$ cat config.mk
export PLATFORM = sky130hd
export DESIGN_NAME = ucmc_ctrl
export DESIGN_NICKNAME = d
export VERILOG_FILES = /design/src/common/ucmc_pkg.sv /design/src/core/ucmc_ctrl.sv
export SDC_FILE = /design/constraint.sdc
export NUM_CORES = 1
export LEC_CHECK = 0
export ABC_CLOCK_PERIOD_IN_PS = 2340
export BUFFER_PORTS_ARGS = -buffer_cell sky130_fd_sc_hd__buf_4
export CORE_MARGIN = 2
export CORE_UTILIZATION = 40
export DETAILED_ROUTE_END_ITERATION = 7
export MAX_ROUTING_LAYER = met4
export PLACE_DENSITY = 0.61
export SLEW_MARGIN = 20
export SYNTH_ARGS = -nofsm -noshare
export SYNTH_HDL_FRONTEND = slang
export SYNTH_SLANG_ARGS = --single-unit
$ cat constraint.sdc
create_clock -name pclk -period 2.34 [get_ports pclk]
set_clock_uncertainty 0.15 [all_clocks]
set_input_delay 0.702 -clock pclk [delete_from_list [all_inputs] [get_ports pclk]]
set_output_delay 0.702 -clock pclk [all_outputs]
set_load 0.05 [all_outputs]
$ cat src/common/ucmc_pkg.sv
// Constants shared by the USB charge mode controller
package ucmc_pkg;

  // ****************************************
  // APB register map
  // ****************************************
  localparam logic [11:0] CTRL_OFF   = 12'h000;
  localparam logic [11:0] STATUS_OFF = 12'h004;
  localparam int          CTRL_FORCE_DIS_BIT = 0;
  localparam logic        CTRL_RESET         = 1'h0;

  // ****************************************
  // Timing
  // ****************************************
  localparam int CLK_HZ         = 50_000_000;
  localparam int PULSE_TIME_MS  = 350;
  localparam int DEGLITCH_MS    = 9;
  localparam int FALLBACK_S     = 10;
  localparam int OT_RELEASE_MS  = 1;
  localparam int PULSE_CYC      = PULSE_TIME_MS * (CLK_HZ / 1000);
  localparam int DEGLITCH_CYC   = DEGLITCH_MS * (CLK_HZ / 1000);
  localparam int FALLBACK_CYC   = FALLBACK_S * CLK_HZ;
  localparam int OT_RELEASE_CYC = OT_RELEASE_MS * (CLK_HZ / 1000);

  // ****************************************
  // Mode-select codes and decoded modes
  // ****************************************
  localparam logic [2:0] CODE_OFF    = 3'h0;
  localparam logic [2:0] CODE_DCPA   = 3'h1;
  localparam logic [2:0] CODE_SDPRW  = 3'h2;
  localparam logic [2:0] CODE_CDPRW  = 3'h3;
  localparam logic [2:0] CODE_BC12   = 3'h4;
  localparam logic [2:0] CODE_DIV    = 3'h5;
  localparam logic [2:0] CODE_SDP    = 3'h6;
  localparam logic [2:0] CODE_CDP    = 3'h7;

  typedef enum logic [2:0] {
    UCMC_OFF    = 3'b000,
    UCMC_DCPA   = 3'b001,
    UCMC_SDPRW  = 3'b010,
    UCMC_CDPRW  = 3'b011,
    UCMC_BC12   = 3'b100,
    UCMC_DIV    = 3'b101,
    UCMC_SDP    = 3'b110,
    UCMC_CDP    = 3'b111
  } ucmc_mode_t;

endpackage

$ cat src/core/ucmc_ctrl.sv
// USB charge mode controller: mode decode, discharge pulse, alert output
// ****************************************
// Notes on behaviour
// ****************************************
// Notes on behaviour
// - Code 000: power, data switch, emulation off; discharge on.
// - Code 110 gives standard port; code 111 charging port with detect.
// - Code 010 gives standard port with remote wakeup for all devices.
// - Code 011: charging port with wakeup for low speed, else DCP auto.
// - Code 001 gives DCP auto-detect with detection, no wakeup.
// - Code 101 forced divider, code 100 forced BC1.2 shorted mode.
// - Auto mode starts as divider; negotiation gives pulse then BC1.2.
// - Detach in auto BC1.2 returns to divider after about 10 s.
// - Wakeup transitions keep data switch on and skip the pulse.
// - Staying at 011, fast device or detach moves to DCP auto itself.
// - Other mode changes apply a discharge pulse of 350 ms.
// - Discharge held on while enable low or code 000.
// - Open-drain low alert on overcurrent or overtemperature; overcurrent alert drops as soon as it clears.
// - Overcurrent alert only after 9 ms of persistence.
// - Overtemperature alert at once; released after delay on cooling.
// - Switch off above 150 C, back on after cooling by 20 C.
// - Undervoltage lockout: all off, discharge on, alert released.
// - Enable low: all off, discharge on, alert released.
`timescale 1ns/100ps

module ucmc_ctrl #(
  parameter int PULSE_CYC      = ucmc_pkg::PULSE_CYC,
  parameter int DEGLITCH_CYC   = ucmc_pkg::DEGLITCH_CYC,
  parameter int FALLBACK_CYC   = ucmc_pkg::FALLBACK_CYC,
  parameter int OT_RELEASE_CYC = ucmc_pkg::OT_RELEASE_CYC
) (
  input  wire logic        pclk,
  input  wire logic        presetn,
  input  wire logic        psel,
  input  wire logic        penable,
  input  wire logic        pwrite,
  input  wire logic [11:0] paddr,
  input  wire logic [31:0] pwdata,
  output logic [31:0]      prdata,
  output logic             pready,
  output logic             pslverr,
  input  wire logic        mode_select_bit1,
  input  wire logic        mode_select_bit2,
  input  wire logic        mode_select_bit3,
  input  wire logic        enable,
  input  wire logic        supply_ok,
  input  wire logic        overcurrent,
  input  wire logic        die_hot,
  input  wire logic        die_cooled,
  input  wire logic        negotiation_seen,
  input  wire logic        device_present,
  input  wire logic        fast_device,
  output logic             power_switch_on,
  output logic             data_switch_on,
  output logic             discharge_on,
  output logic             remote_wakeup_on,
  output logic             cdp_profile_on,
  output logic             divider_profile_on,
  output logic             short_profile_on,
  output logic             alert_o,
  output logic             alert_oe_n
);

  // ****************************************
  // State
  // ****************************************
  typedef struct packed {
    logic [10:0] sync1;
    logic [10:0] sync2;
    logic        prev_present;
    logic [2:0]  code;
    logic [2:0]  mode;
    logic        rw_auto;
    logic        auto_bc12;
    logic        pend_bc12;
    logic        pulse_on;
    logic [31:0] pulse_cnt;
    logic        fb_on;
    logic [31:0] fb_cnt;
    logic [31:0] oc_cnt;
    logic        oc_alert;
    logic        ot_latch;
    logic        ot_alert;
    logic [31:0] ot_cnt;
    logic        force_dis;
    logic [31:0] prdata;
  } ucmc_state_t;

  ucmc_state_t st;
  ucmc_state_t next_st;

  logic [2:0] code_in;
  logic       en_s;
  logic       ok_s;
  logic       oc_s;
  logic       hot_s;
  logic       cool_s;
  logic       neg_s;
  logic       pres_s;
  logic       fast_s;
  logic       active;
  logic       run;
  logic       detach;
  logic       auto_eff;
  logic       wake_pair;
  logic       rd_map;
  logic [31:0] status_word;

  // Second sync stage only feeds logic
  assign code_in = st.sync2[2:0];
  assign en_s    = st.sync2[3];
  assign ok_s    = st.sync2[4];
  assign oc_s    = st.sync2[5];
  assign hot_s   = st.sync2[6];
  assign cool_s  = st.sync2[7];
  assign neg_s   = st.sync2[8];
  assign pres_s  = st.sync2[9];
  assign fast_s  = st.sync2[10];

  assign active   = en_s && ok_s && (code_in != ucmc_pkg::CODE_OFF);
  // Nothing switches on before the new code is decoded
  assign run      = active && (st.code != ucmc_pkg::CODE_OFF) &&
                    !st.pulse_on && !st.force_dis;
  assign detach   = st.prev_present && !pres_s;
  assign auto_eff = (st.mode == ucmc_pkg::UCMC_DCPA) || st.rw_auto;

  // Wakeup-preserving code pairs
  always_comb begin
    wake_pair = 1'b0;
    if ((st.code == ucmc_pkg::CODE_SDP && code_in == ucmc_pkg::CODE_SDPRW) ||
        (st.code == ucmc_pkg::CODE_SDPRW && code_in == ucmc_pkg::CODE_SDP)) begin
      wake_pair = 1'b1;
    end
    if (((st.code[1:0] == 2'h2 || st.code == ucmc_pkg::CODE_CDP) &&
         code_in == ucmc_pkg::CODE_CDPRW) ||
        (st.code == ucmc_pkg::CODE_CDPRW &&
         (code_in[1:0] == 2'h2 || code_in == ucmc_pkg::CODE_CDP))) begin
      wake_pair = !st.rw_auto && !fast_s;
    end
  end

  // ****************************************
  // Next state
  // ****************************************
  always_comb begin
    next_st = st;
    // First pin is the top bit of the mode code
    next_st.sync1 = {fast_device, device_present, negotiation_seen,
                     die_cooled, die_hot, overcurrent, supply_ok, enable,
                     mode_select_bit1, mode_select_bit2, mode_select_bit3};
    next_st.sync2 = st.sync1;
    next_st.prev_present = pres_s;

    // Mode tracking
    if (!active) begin
      next_st.code      = ucmc_pkg::CODE_OFF;
      next_st.mode      = ucmc_pkg::UCMC_OFF;
      next_st.rw_auto   = 1'b0;
      next_st.auto_bc12 = 1'b0;
      next_st.pend_bc12 = 1'b0;
      next_st.pulse_on  = 1'b0;
      next_st.pulse_cnt = 32'h0;
      next_st.fb_on     = 1'b0;
      next_st.fb_cnt    = 32'h0;
    end else if (code_in != st.code) begin
      next_st.code      = code_in;
      next_st.mode      = code_in;
      next_st.auto_bc12 = 1'b0;
      next_st.pend_bc12 = 1'b0;
      next_st.fb_on     = 1'b0;
      next_st.fb_cnt    = 32'h0;
      next_st.rw_auto   = (code_in == ucmc_pkg::CODE_CDPRW) && fast_s;
      next_st.pulse_on  = !wake_pair;
      next_st.pulse_cnt = 32'h0;
    end else begin
      if (st.mode == ucmc_pkg::UCMC_CDPRW && !st.rw_auto &&
          (fast_s || detach)) begin
        next_st.rw_auto   = 1'b1;
        next_st.pulse_on  = 1'b1;
        next_st.pulse_cnt = 32'h0;
      end
      if (auto_eff && !st.auto_bc12 && !st.pend_bc12 && neg_s) begin
        next_st.pend_bc12 = 1'b1;
        next_st.pulse_on  = 1'b1;
        next_st.pulse_cnt = 32'h0;
      end
      if (st.pulse_on) begin
        if (st.pulse_cnt == 32'(PULSE_CYC - 1)) begin
          next_st.pulse_on  = 1'b0;
          next_st.pulse_cnt = 32'h0;
          if (st.pend_bc12) begin
            next_st.auto_bc12 = 1'b1;
            next_st.pend_bc12 = 1'b0;
          end
        end else begin
          next_st.pulse_cnt = st.pulse_cnt + 32'h1;
        end
      end
      // Fallback to divider after a detach
      if (auto_eff && st.auto_bc12) begin
        if (pres_s && !st.prev_present) begin
          next_st.fb_on  = 1'b0;
          next_st.fb_cnt = 32'h0;
        end else if (detach) begin
          next_st.fb_on  = 1'b1;
          next_st.fb_cnt = 32'h0;
        end else if (st.fb_on) begin
          if (st.fb_cnt == 32'(FALLBACK_CYC - 1)) begin
            next_st.fb_on     = 1'b0;
            next_st.fb_cnt    = 32'h0;
            next_st.auto_bc12 = 1'b0;
          end else begin
            next_st.fb_cnt = st.fb_cnt + 32'h1;
          end
        end
      end
    end

    // Thermal latch
    if (hot_s) begin
      next_st.ot_latch = 1'b1;
    end else if (cool_s) begin
      next_st.ot_latch = 1'b0;
    end

    // Alert sources
    if (!en_s || !ok_s) begin
      next_st.oc_cnt   = 32'h0;
      next_st.oc_alert = 1'b0;
      next_st.ot_alert = 1'b0;
      next_st.ot_cnt   = 32'h0;
    end else begin
      if (!oc_s) begin
        next_st.oc_cnt   = 32'h0;
        next_st.oc_alert = 1'b0;
      end else if (st.oc_cnt == 32'(DEGLITCH_CYC - 1)) begin
        next_st.oc_alert = 1'b1;
      end else begin
        next_st.oc_cnt = st.oc_cnt + 32'h1;
      end
      if (hot_s) begin
        next_st.ot_alert = 1'b1;
        next_st.ot_cnt   = 32'h0;
      end else if (st.ot_alert && !st.ot_latch) begin
        if (st.ot_cnt == 32'(OT_RELEASE_CYC - 1)) begin
          next_st.ot_alert = 1'b0;
          next_st.ot_cnt   = 32'h0;
        end else begin
          next_st.ot_cnt = st.ot_cnt + 32'h1;
        end
      end
    end

    // APB access
    if (psel && !penable) begin
      next_st.prdata = rd_map ? status_word : 32'h0;
      if (paddr == ucmc_pkg::CTRL_OFF) begin
        next_st.prdata = {31'h0, st.force_dis};
      end
    end
    if (psel && penable && pwrite && paddr == ucmc_pkg::CTRL_OFF) begin
      next_st.force_dis = pwdata[ucmc_pkg::CTRL_FORCE_DIS_BIT];
    end
  end

  always_ff @(posedge pclk or negedge presetn) begin
    if (!presetn) begin
      st           <= '0;
      st.force_dis <= ucmc_pkg::CTRL_RESET;
    end else begin
      st <= next_st;
    end
  end

  // ****************************************
  // APB slave
  // ****************************************
  assign rd_map = (paddr == ucmc_pkg::CTRL_OFF) ||
                  (paddr == ucmc_pkg::STATUS_OFF);
  assign status_word = {18'h0, st.ot_latch, st.ot_alert, st.oc_alert,
                        st.fb_on, st.auto_bc12, st.rw_auto, st.pulse_on,
                        active, st.code, st.mode};
  assign pready  = 1'b1;
  assign pslverr = psel && penable && !rd_map;
  assign prdata  = st.prdata;

  // ****************************************
  // Outputs
  // ****************************************
  always_comb begin
    power_switch_on    = run && !st.ot_latch;
    discharge_on       = !active || st.pulse_on || st.force_dis;
    data_switch_on     = run && !st.rw_auto &&
                         (st.mode == ucmc_pkg::UCMC_SDP ||
                          st.mode == ucmc_pkg::UCMC_CDP ||
                          st.mode == ucmc_pkg::UCMC_SDPRW ||
                          st.mode == ucmc_pkg::UCMC_CDPRW);
    remote_wakeup_on   = run && (st.mode == ucmc_pkg::UCMC_SDPRW ||
                         (st.mode == ucmc_pkg::UCMC_CDPRW &&
                          !st.rw_auto));
    cdp_profile_on     = run && (st.mode == ucmc_pkg::UCMC_CDP ||
                         (st.mode == ucmc_pkg::UCMC_CDPRW &&
                          !st.rw_auto));
    divider_profile_on = run && ((auto_eff && !st.auto_bc12) ||
                         st.mode == ucmc_pkg::UCMC_DIV);
    short_profile_on   = run && ((auto_eff && st.auto_bc12) ||
                         st.mode == ucmc_pkg::UCMC_BC12);
    alert_o            = 1'b0;
    alert_oe_n         = !(en_s && (st.oc_alert || st.ot_alert));
  end
endmodule

==> flow_summary.toml, run 1 <==
[floorplanning]
initial_core_util_pct = 40.4
io_pins = 103
dieWidth_um = 157
die_area_mm2 = 0.0248
die_h_um = 157
fp.coreArea_mm2 = 0.0233
rows = 56

[power_and_ir_drop]
powerDensity_mw_per_mm2 = 556
power.total_mw = 6.49
clkPwrFrac_pct = 46.2
power_switching_mw = 1.63
ir_drop_mv = 0.418
internal_power_mw = 4.87
swShare_pct = 25.0
p_leak_nw = 4.71
p_comb_share_pct = 6.5
seqPwrFrac_pct = 47.3

[clock_tree]
clock_latency_ns = 0.44
cts_tree = "yes"
path_clk_slew_ns = 0.07
clkSinkCount = 175
cts_hold_buffers = 0
cts.path.max_buffers = 2
clock-root-buffer = "clkbuf_16"
h-tree-depth = 4
numCtsBuffers = 17

[sta]
drv_slew = 0
max_slew_margin_pct = 54.1
grt_setup_unrepaired = "true"
max_slew.worst_pin.slew_ns = 0.687
worst_slack_ns = -0.496
finalCriticalPeriod_ns = 2.84
finalSetupViolCount = 34
finalCritPeriodShare_pct = 121
clock.fmax_mhz = 353
finalHoldViolations = 0
setup_tns_ns = -3.40

[worst_setup_path]
end_kind = "output port"
critPathLaunchType = "flip-flop"
crit_required_ns = 1.49
cp_max_fo = 3
critPathSlowestCell = "dfrtp_1"
cp_cell_sequence = "o311ai_2 > or3_1 > or2_4 > a211oi_4 > buf_6"
cpPeakStageDelay_ns = 0.39
reg2regPathDepth = 6
crit_arrival_ns = 1.98
crit_type = "reg2out"

[layout]
regArea_mm2 = 0.00438
syn2layout_area_growth_pct = 24.2
antenna_cells = 0
nNetsFinal = 1160
drive_above_1_share_pct = 22.6
final_area_mm2 = 0.0117
multiInputGateArea_mm2 = 0.00490
fill_cells = 2166

[drt]
antenna_left = 0
first_pass_iters = 5
viasPerCell = 5.58
num_vias = 7969
drc = 0
drtIter0Drc = 551
routed_wl_mm = 23.0
wire_per_inst_um = 16.1

[run_status]
violations = "setup timing"
outcome = "finished with violations"

[synth]
synth_enable_flop_cells = 0
ys_warn_count = 0
synth_flop_cell = "dfrtp_1"
synth_common_cells = "dfrtp_1 (175), nor2_1 (92), nand3_1 (79), nand2_1 (60), a31oi_1 (57)"
yosysMostFrequentCell = "dfrtp_1"
syn_area_mm2 = 0.00941
synthDistinctLibCells = 71
synth-seq-cells = 175
ys_seq_area_share_pct = 46.6
synth_top_area_share_pct = 46.6
synth_area_leader_cell = "dfrtp_1"
synth_area_leaders = "dfrtp_1 (47%), xor2_1 (4.5%), nand3_1 (4.2%), a31oi_1 (3.8%), nor2_1 (3.7%)"
synthArstFlopShare_pct = 100
synth_cells = 995
syn_area_per_cell_um2 = 9.45

[global_route]
grtUsageTotal_pct = 19.5
grt_pass1_vias = 7704
antenna_found_initial = 0
grt_start_max_net_pins = 50
overflow = 0
grt_pass1_wl_mm = 38.2

[place]
place_area_mm2 = 0.0106
hpwl_mm = 15.4
dp_slack_ns = -0.197
gp_congestion = 0.851
portBuffers = 51

[hold_path]
hold_class = "in2async"

[flow_run]
cap_viol_max_count = 0
[final timing paths]
kind / slack (ns) / end / start
min reg2reg: 0.20 / oc_s / next_st[181]
min in group pclk: 0.20 / oc_s / next_st[181]
min: 0.01 / st[153] / presetn
max: -0.50 / remote_wakeup_on / en_s
max in group asynchronous: 1.42 / st[79] / presetn
max reg2reg: -0.07 / st[150] / st[164]
[metrics by stage]
stage | utilization [%] | hold WS, ns | instances
global route | 50.2 | 0.0357 | 1428
finish | 50.2 | 0.0142 | 1428
floorplan | - | 0.181 | 1013
global placement | 45.6 | 0.185 | 1391
detailed placement | 45.6 | 0.186 | 1391
CTS | 48.7 | 0.0250 | 1423
[logic make-up (layout without fill, tap and decap cells)]
family                   Yosys count  after routing  share of synthesized area [%]
AO/OA/AOI/OAI                    188            188                           13.8
XOR/XNOR                          62             62                           5.77
adder cells (fa/ha/maj)            4              4                          0.532
buffers and inverters            108            204                           6.50
flip-flops                       175            175                           46.6
multiplexers                      10             10                           1.08
other                              2             20                         0.0798
AND/OR/NAND/NOR                  446            446                           25.7
[sequential cells by signal, summed over array words and instances (netlist names)]
register	flops
code_in	3
cool_s	1
en_s	1
fast_s	1
hot_s	1
neg_s	1
next_st	12
oc_s	1
ok_s	1
prdata	12
st	141
[critical path, delay by kind of cell (launching register included)]
kind	cells	cell delay, ns
AO/OA/AOI/OAI	2	0.35
buffers and inverters	1	0.19
flip-flops	1	0.39
AND/OR/NAND/NOR	2	0.61
[final cells by class]
type	count	area share (%)
tap	319	3.42
sequential	175	37.5
clock inverter	13	1.40
multi-input combinational	730	41.9
clock buffer	19	3.88
inverter	26	0.836
timing repair buffer	146	11.0
[timing repair]
action                                  CTS  global route
resized for setup                        23            60
gates cloned                              0             1
endpoints found under the setup margin   52            92
pin swaps                                11            10
setup buffers                             0             4
endpoints found under the hold margin     0             0
[power by group through the flow]
| stage | Clock, mW | Sequential (mW) | Combinational [mW] |
|---|---|---|---|
| 6_report | 3.00 | 3.07 | 0.422 |
| 5_1_grt | 3.18 | 3.07 | 0.460 |
| 4_1_cts | 3.06 | 3.07 | 0.396 |
| 3_5_place_dp | 0 | 3.13 | 0.382 |
| 3_3_place_gp | 0 | 3.13 | 0.378 |
| 2_1_floorplan | 0 | 3.13 | 0.224 |
[cell usage in the layout, fill, tap and decap left out, types with 16 or more instances in the layout]
cell type	instances
a31oi_1	48
dfrtp_1	173
a21oi_1	16
clkbuf_16	17
inv_1	26
o21ai_0	26
buf_6	20
and3_1	32
xor2_1	48
nand3_1	78
buf_4	116
nand2_1	59
nand4_1	54
nor2_1	85
conb_1	20
nor4_1	22
[metal layers]
metal,wire length [µm],track usage [%]
met1,10500,25.0
met3,684,3.17
met4,340,5.58
met2,11400,32.1
met5,0,-
(Power assumes the default switching activity.)
==> inputs of run 2 (changes only) <==
--- a/config.mk
+++ b/config.mk
@@ -13,4 +13,5 @@
 export MAX_ROUTING_LAYER = met4
 export PLACE_DENSITY = 0.61
+export SKIP_LAST_GASP = 1
 export SLEW_MARGIN = 20
 export SYNTH_ARGS = -nofsm -noshare
--- a/constraint.sdc
+++ b/constraint.sdc
@@ -3,3 +3,3 @@
 set_input_delay 0.702 -clock pclk [delete_from_list [all_inputs] [get_ports pclk]]
 set_output_delay 0.702 -clock pclk [all_outputs]
-set_load 0.05 [all_outputs]
+set_load 0.005 [all_outputs]
==> flow_summary.toml, run 2 (synthesized netlist as in run 1, its figures left out) <==
[run_status]
outcome = "finished with violations"
violations = "setup timing"

[floorplanning]
rows = 56
dieWidth_um = 157
die_h_um = 157
die_area_mm2 = 0.0248
fp.coreArea_mm2 = 0.0233
io_pins = 103
initial_core_util_pct = 40.4

[worst_setup_path]
crit_required_ns = 1.49
cp_max_fo = 3
critPathSlowestCell = "dfrtp_1"
end_kind = "output port"
cp_cell_sequence = "o311ai_4 > or3_4 > or2_4 > a211oi_2 > buf_4"
cpPeakStageDelay_ns = 0.41
crit_type = "reg2out"
crit_arrival_ns = 1.89
critPathLaunchType = "flip-flop"

[place]
place_area_mm2 = 0.0105
portBuffers = 51
gp_congestion = 0.838
numPlacedInstances = 1392
dp_slack_ns = -0.154
hpwl_mm = 15.2

[drt]
drtIter0Drc = 625
routed_wl_mm = 23.6
first_pass_iters = 5
drc = 0
viasPerCell = 5.58
antenna_left = 0
wire_per_inst_um = 16.3
num_vias = 8079

[layout]
layoutNonFillerInstCount = 1447
syn2layout_area_growth_pct = 24.6
final_common_cell = "dfrtp_1"
nNetsFinal = 1179
final_area_mm2 = 0.0117
antenna_cells = 0
regMostFlops = "st"
drive_above_1_share_pct = 23.0
largest_reg_flops = 141
layout.cells.most_common_list = "dfrtp_1 (175), buf_4 (137), nor2_1 (88)"
fill_cells = 2169

[power_and_ir_drop]
p_comb_share_pct = 5.9
power_switching_mw = 1.59
p_leak_nw = 4.77
swShare_pct = 25.6
internal_power_mw = 4.61
clkPwrFrac_pct = 44.6
ir_drop_mv = 0.512
seqPwrFrac_pct = 49.5
powerDensity_mw_per_mm2 = 529

[sta]
finalSetupViolCount = 40
setup_tns_ns = -8.13
drv_slew = 0
max_slew_margin_pct = 60.9
grt_setup_unrepaired = "true"
finalCritPeriodShare_pct = 117
max_slew.worst_pin.slew_ns = 0.581
worst_slack_ns = -0.407
finalCriticalPeriod_ns = 2.75
worst_hold_slack_ns = 0.200
clock.fmax_mhz = 364
finalHoldViolations = 0

[global_route]
overflow = 0
grt_start_max_net_pins = 71
grt_pass1_wl_mm = 38.9
grt_pass1_vias = 7620
antenna_found_initial = 0
grtUsageTotal_pct = 19.9

[clock_tree]
h-tree-depth = 4
clkSinkCount = 175
cts_tree = "yes"
clock-root-buffer = "clkbuf_16"
numCtsBuffers = 17
cts.path.max_buffers = 2
path_clk_slew_ns = 0.07
clock_latency_ns = 0.44

[hold_path]
hold_class = "reg2reg"

[flow_run]
cap_viol_max_count = 0
==> run 2: cell count changes in the layout (fill, tap and decap cells not counted), moves of 5 or more <==
| cell | delta |
|---|---|
| a21oi_1 | -6 |
| a21oi_2 | +5 |
| buf_4 | +21 |
| buf_6 | -5 |
| nor2_2 | -5 |
==> run 2: cell type report <==
type	count	area [µm²]	area share [%]
flip-flops and latches	175	4380	37.4
clock inverters	13	126	1.08
inverters	26	97.6	0.833
repair buffers	165	1450	12.3
multi-input cells	730	4840	41.3
well taps	319	399	3.40
clock buffers	19	433	3.69
==> run 2: through the flow <==
step | total power, mW | util (%)
2_1_floorplan | 3.26 | -
3_3_place_gp | 3.43 | 45.3
3_5_place_dp | 3.43 | 45.3
4_1_cts | 6.23 | 49.1
5_1_grt | 6.45 | 50.4
6_report | 6.20 | 50.4
==> run 2: worst paths after layout <==
kind                              start          endpoint  slack (ns)  depth (start not counted)
setup / recovery             code_in[2]  remote_wakeup_on       -0.41                          5
min in group asynchronous       presetn           st[120]        0.56                          2
hold / removal             next_st[180]              ok_s        0.20                          0
hold reg to reg            next_st[180]              ok_s        0.20                          0
max in group asynchronous       presetn            st[91]        0.83                          3
setup reg to reg                st[164]           st[159]       -0.27                          7
==> run 2: worst max-delay path, delay by kind of cell (launching register included) <==
kind	cells	cell delay, ns
AOI/OAI and AO/OA	2	0.28
buffers and inverters	1	0.14
DFF	1	0.41
and+or+nand+nor	2	0.63
==> run 2: power by group through the flow <==
stage / registers [mW] / clock network [mW] / logic [mW]
final: 3.07 / 2.76 / 0.366
after global routing: 3.07 / 2.97 / 0.404
after CTS: 3.07 / 2.82 / 0.341
after detailed placement: 3.13 / 0 / 0.303
after global placement: 3.13 / 0 / 0.300
after floorplan: 3.13 / 0 / 0.139
==> run 2: metal layers <==
layer	routed length (µm)	vias to the layer above	track usage, %
met5	0	-	-
met4	277	0	5.19
met3	798	21	3.33
met2	11400	176	31.1
met1	11200	3985	27.1
li1	-	3897	-
==> run 2: timing repair <==
item,in CTS,in global routing
setup endpoints to repair,51,74
pin swaps,27,20
resized for setup,50,41
hold endpoints to repair,18,0
cloned,1,1
setup buffers,11,11
hold buffers,1,0
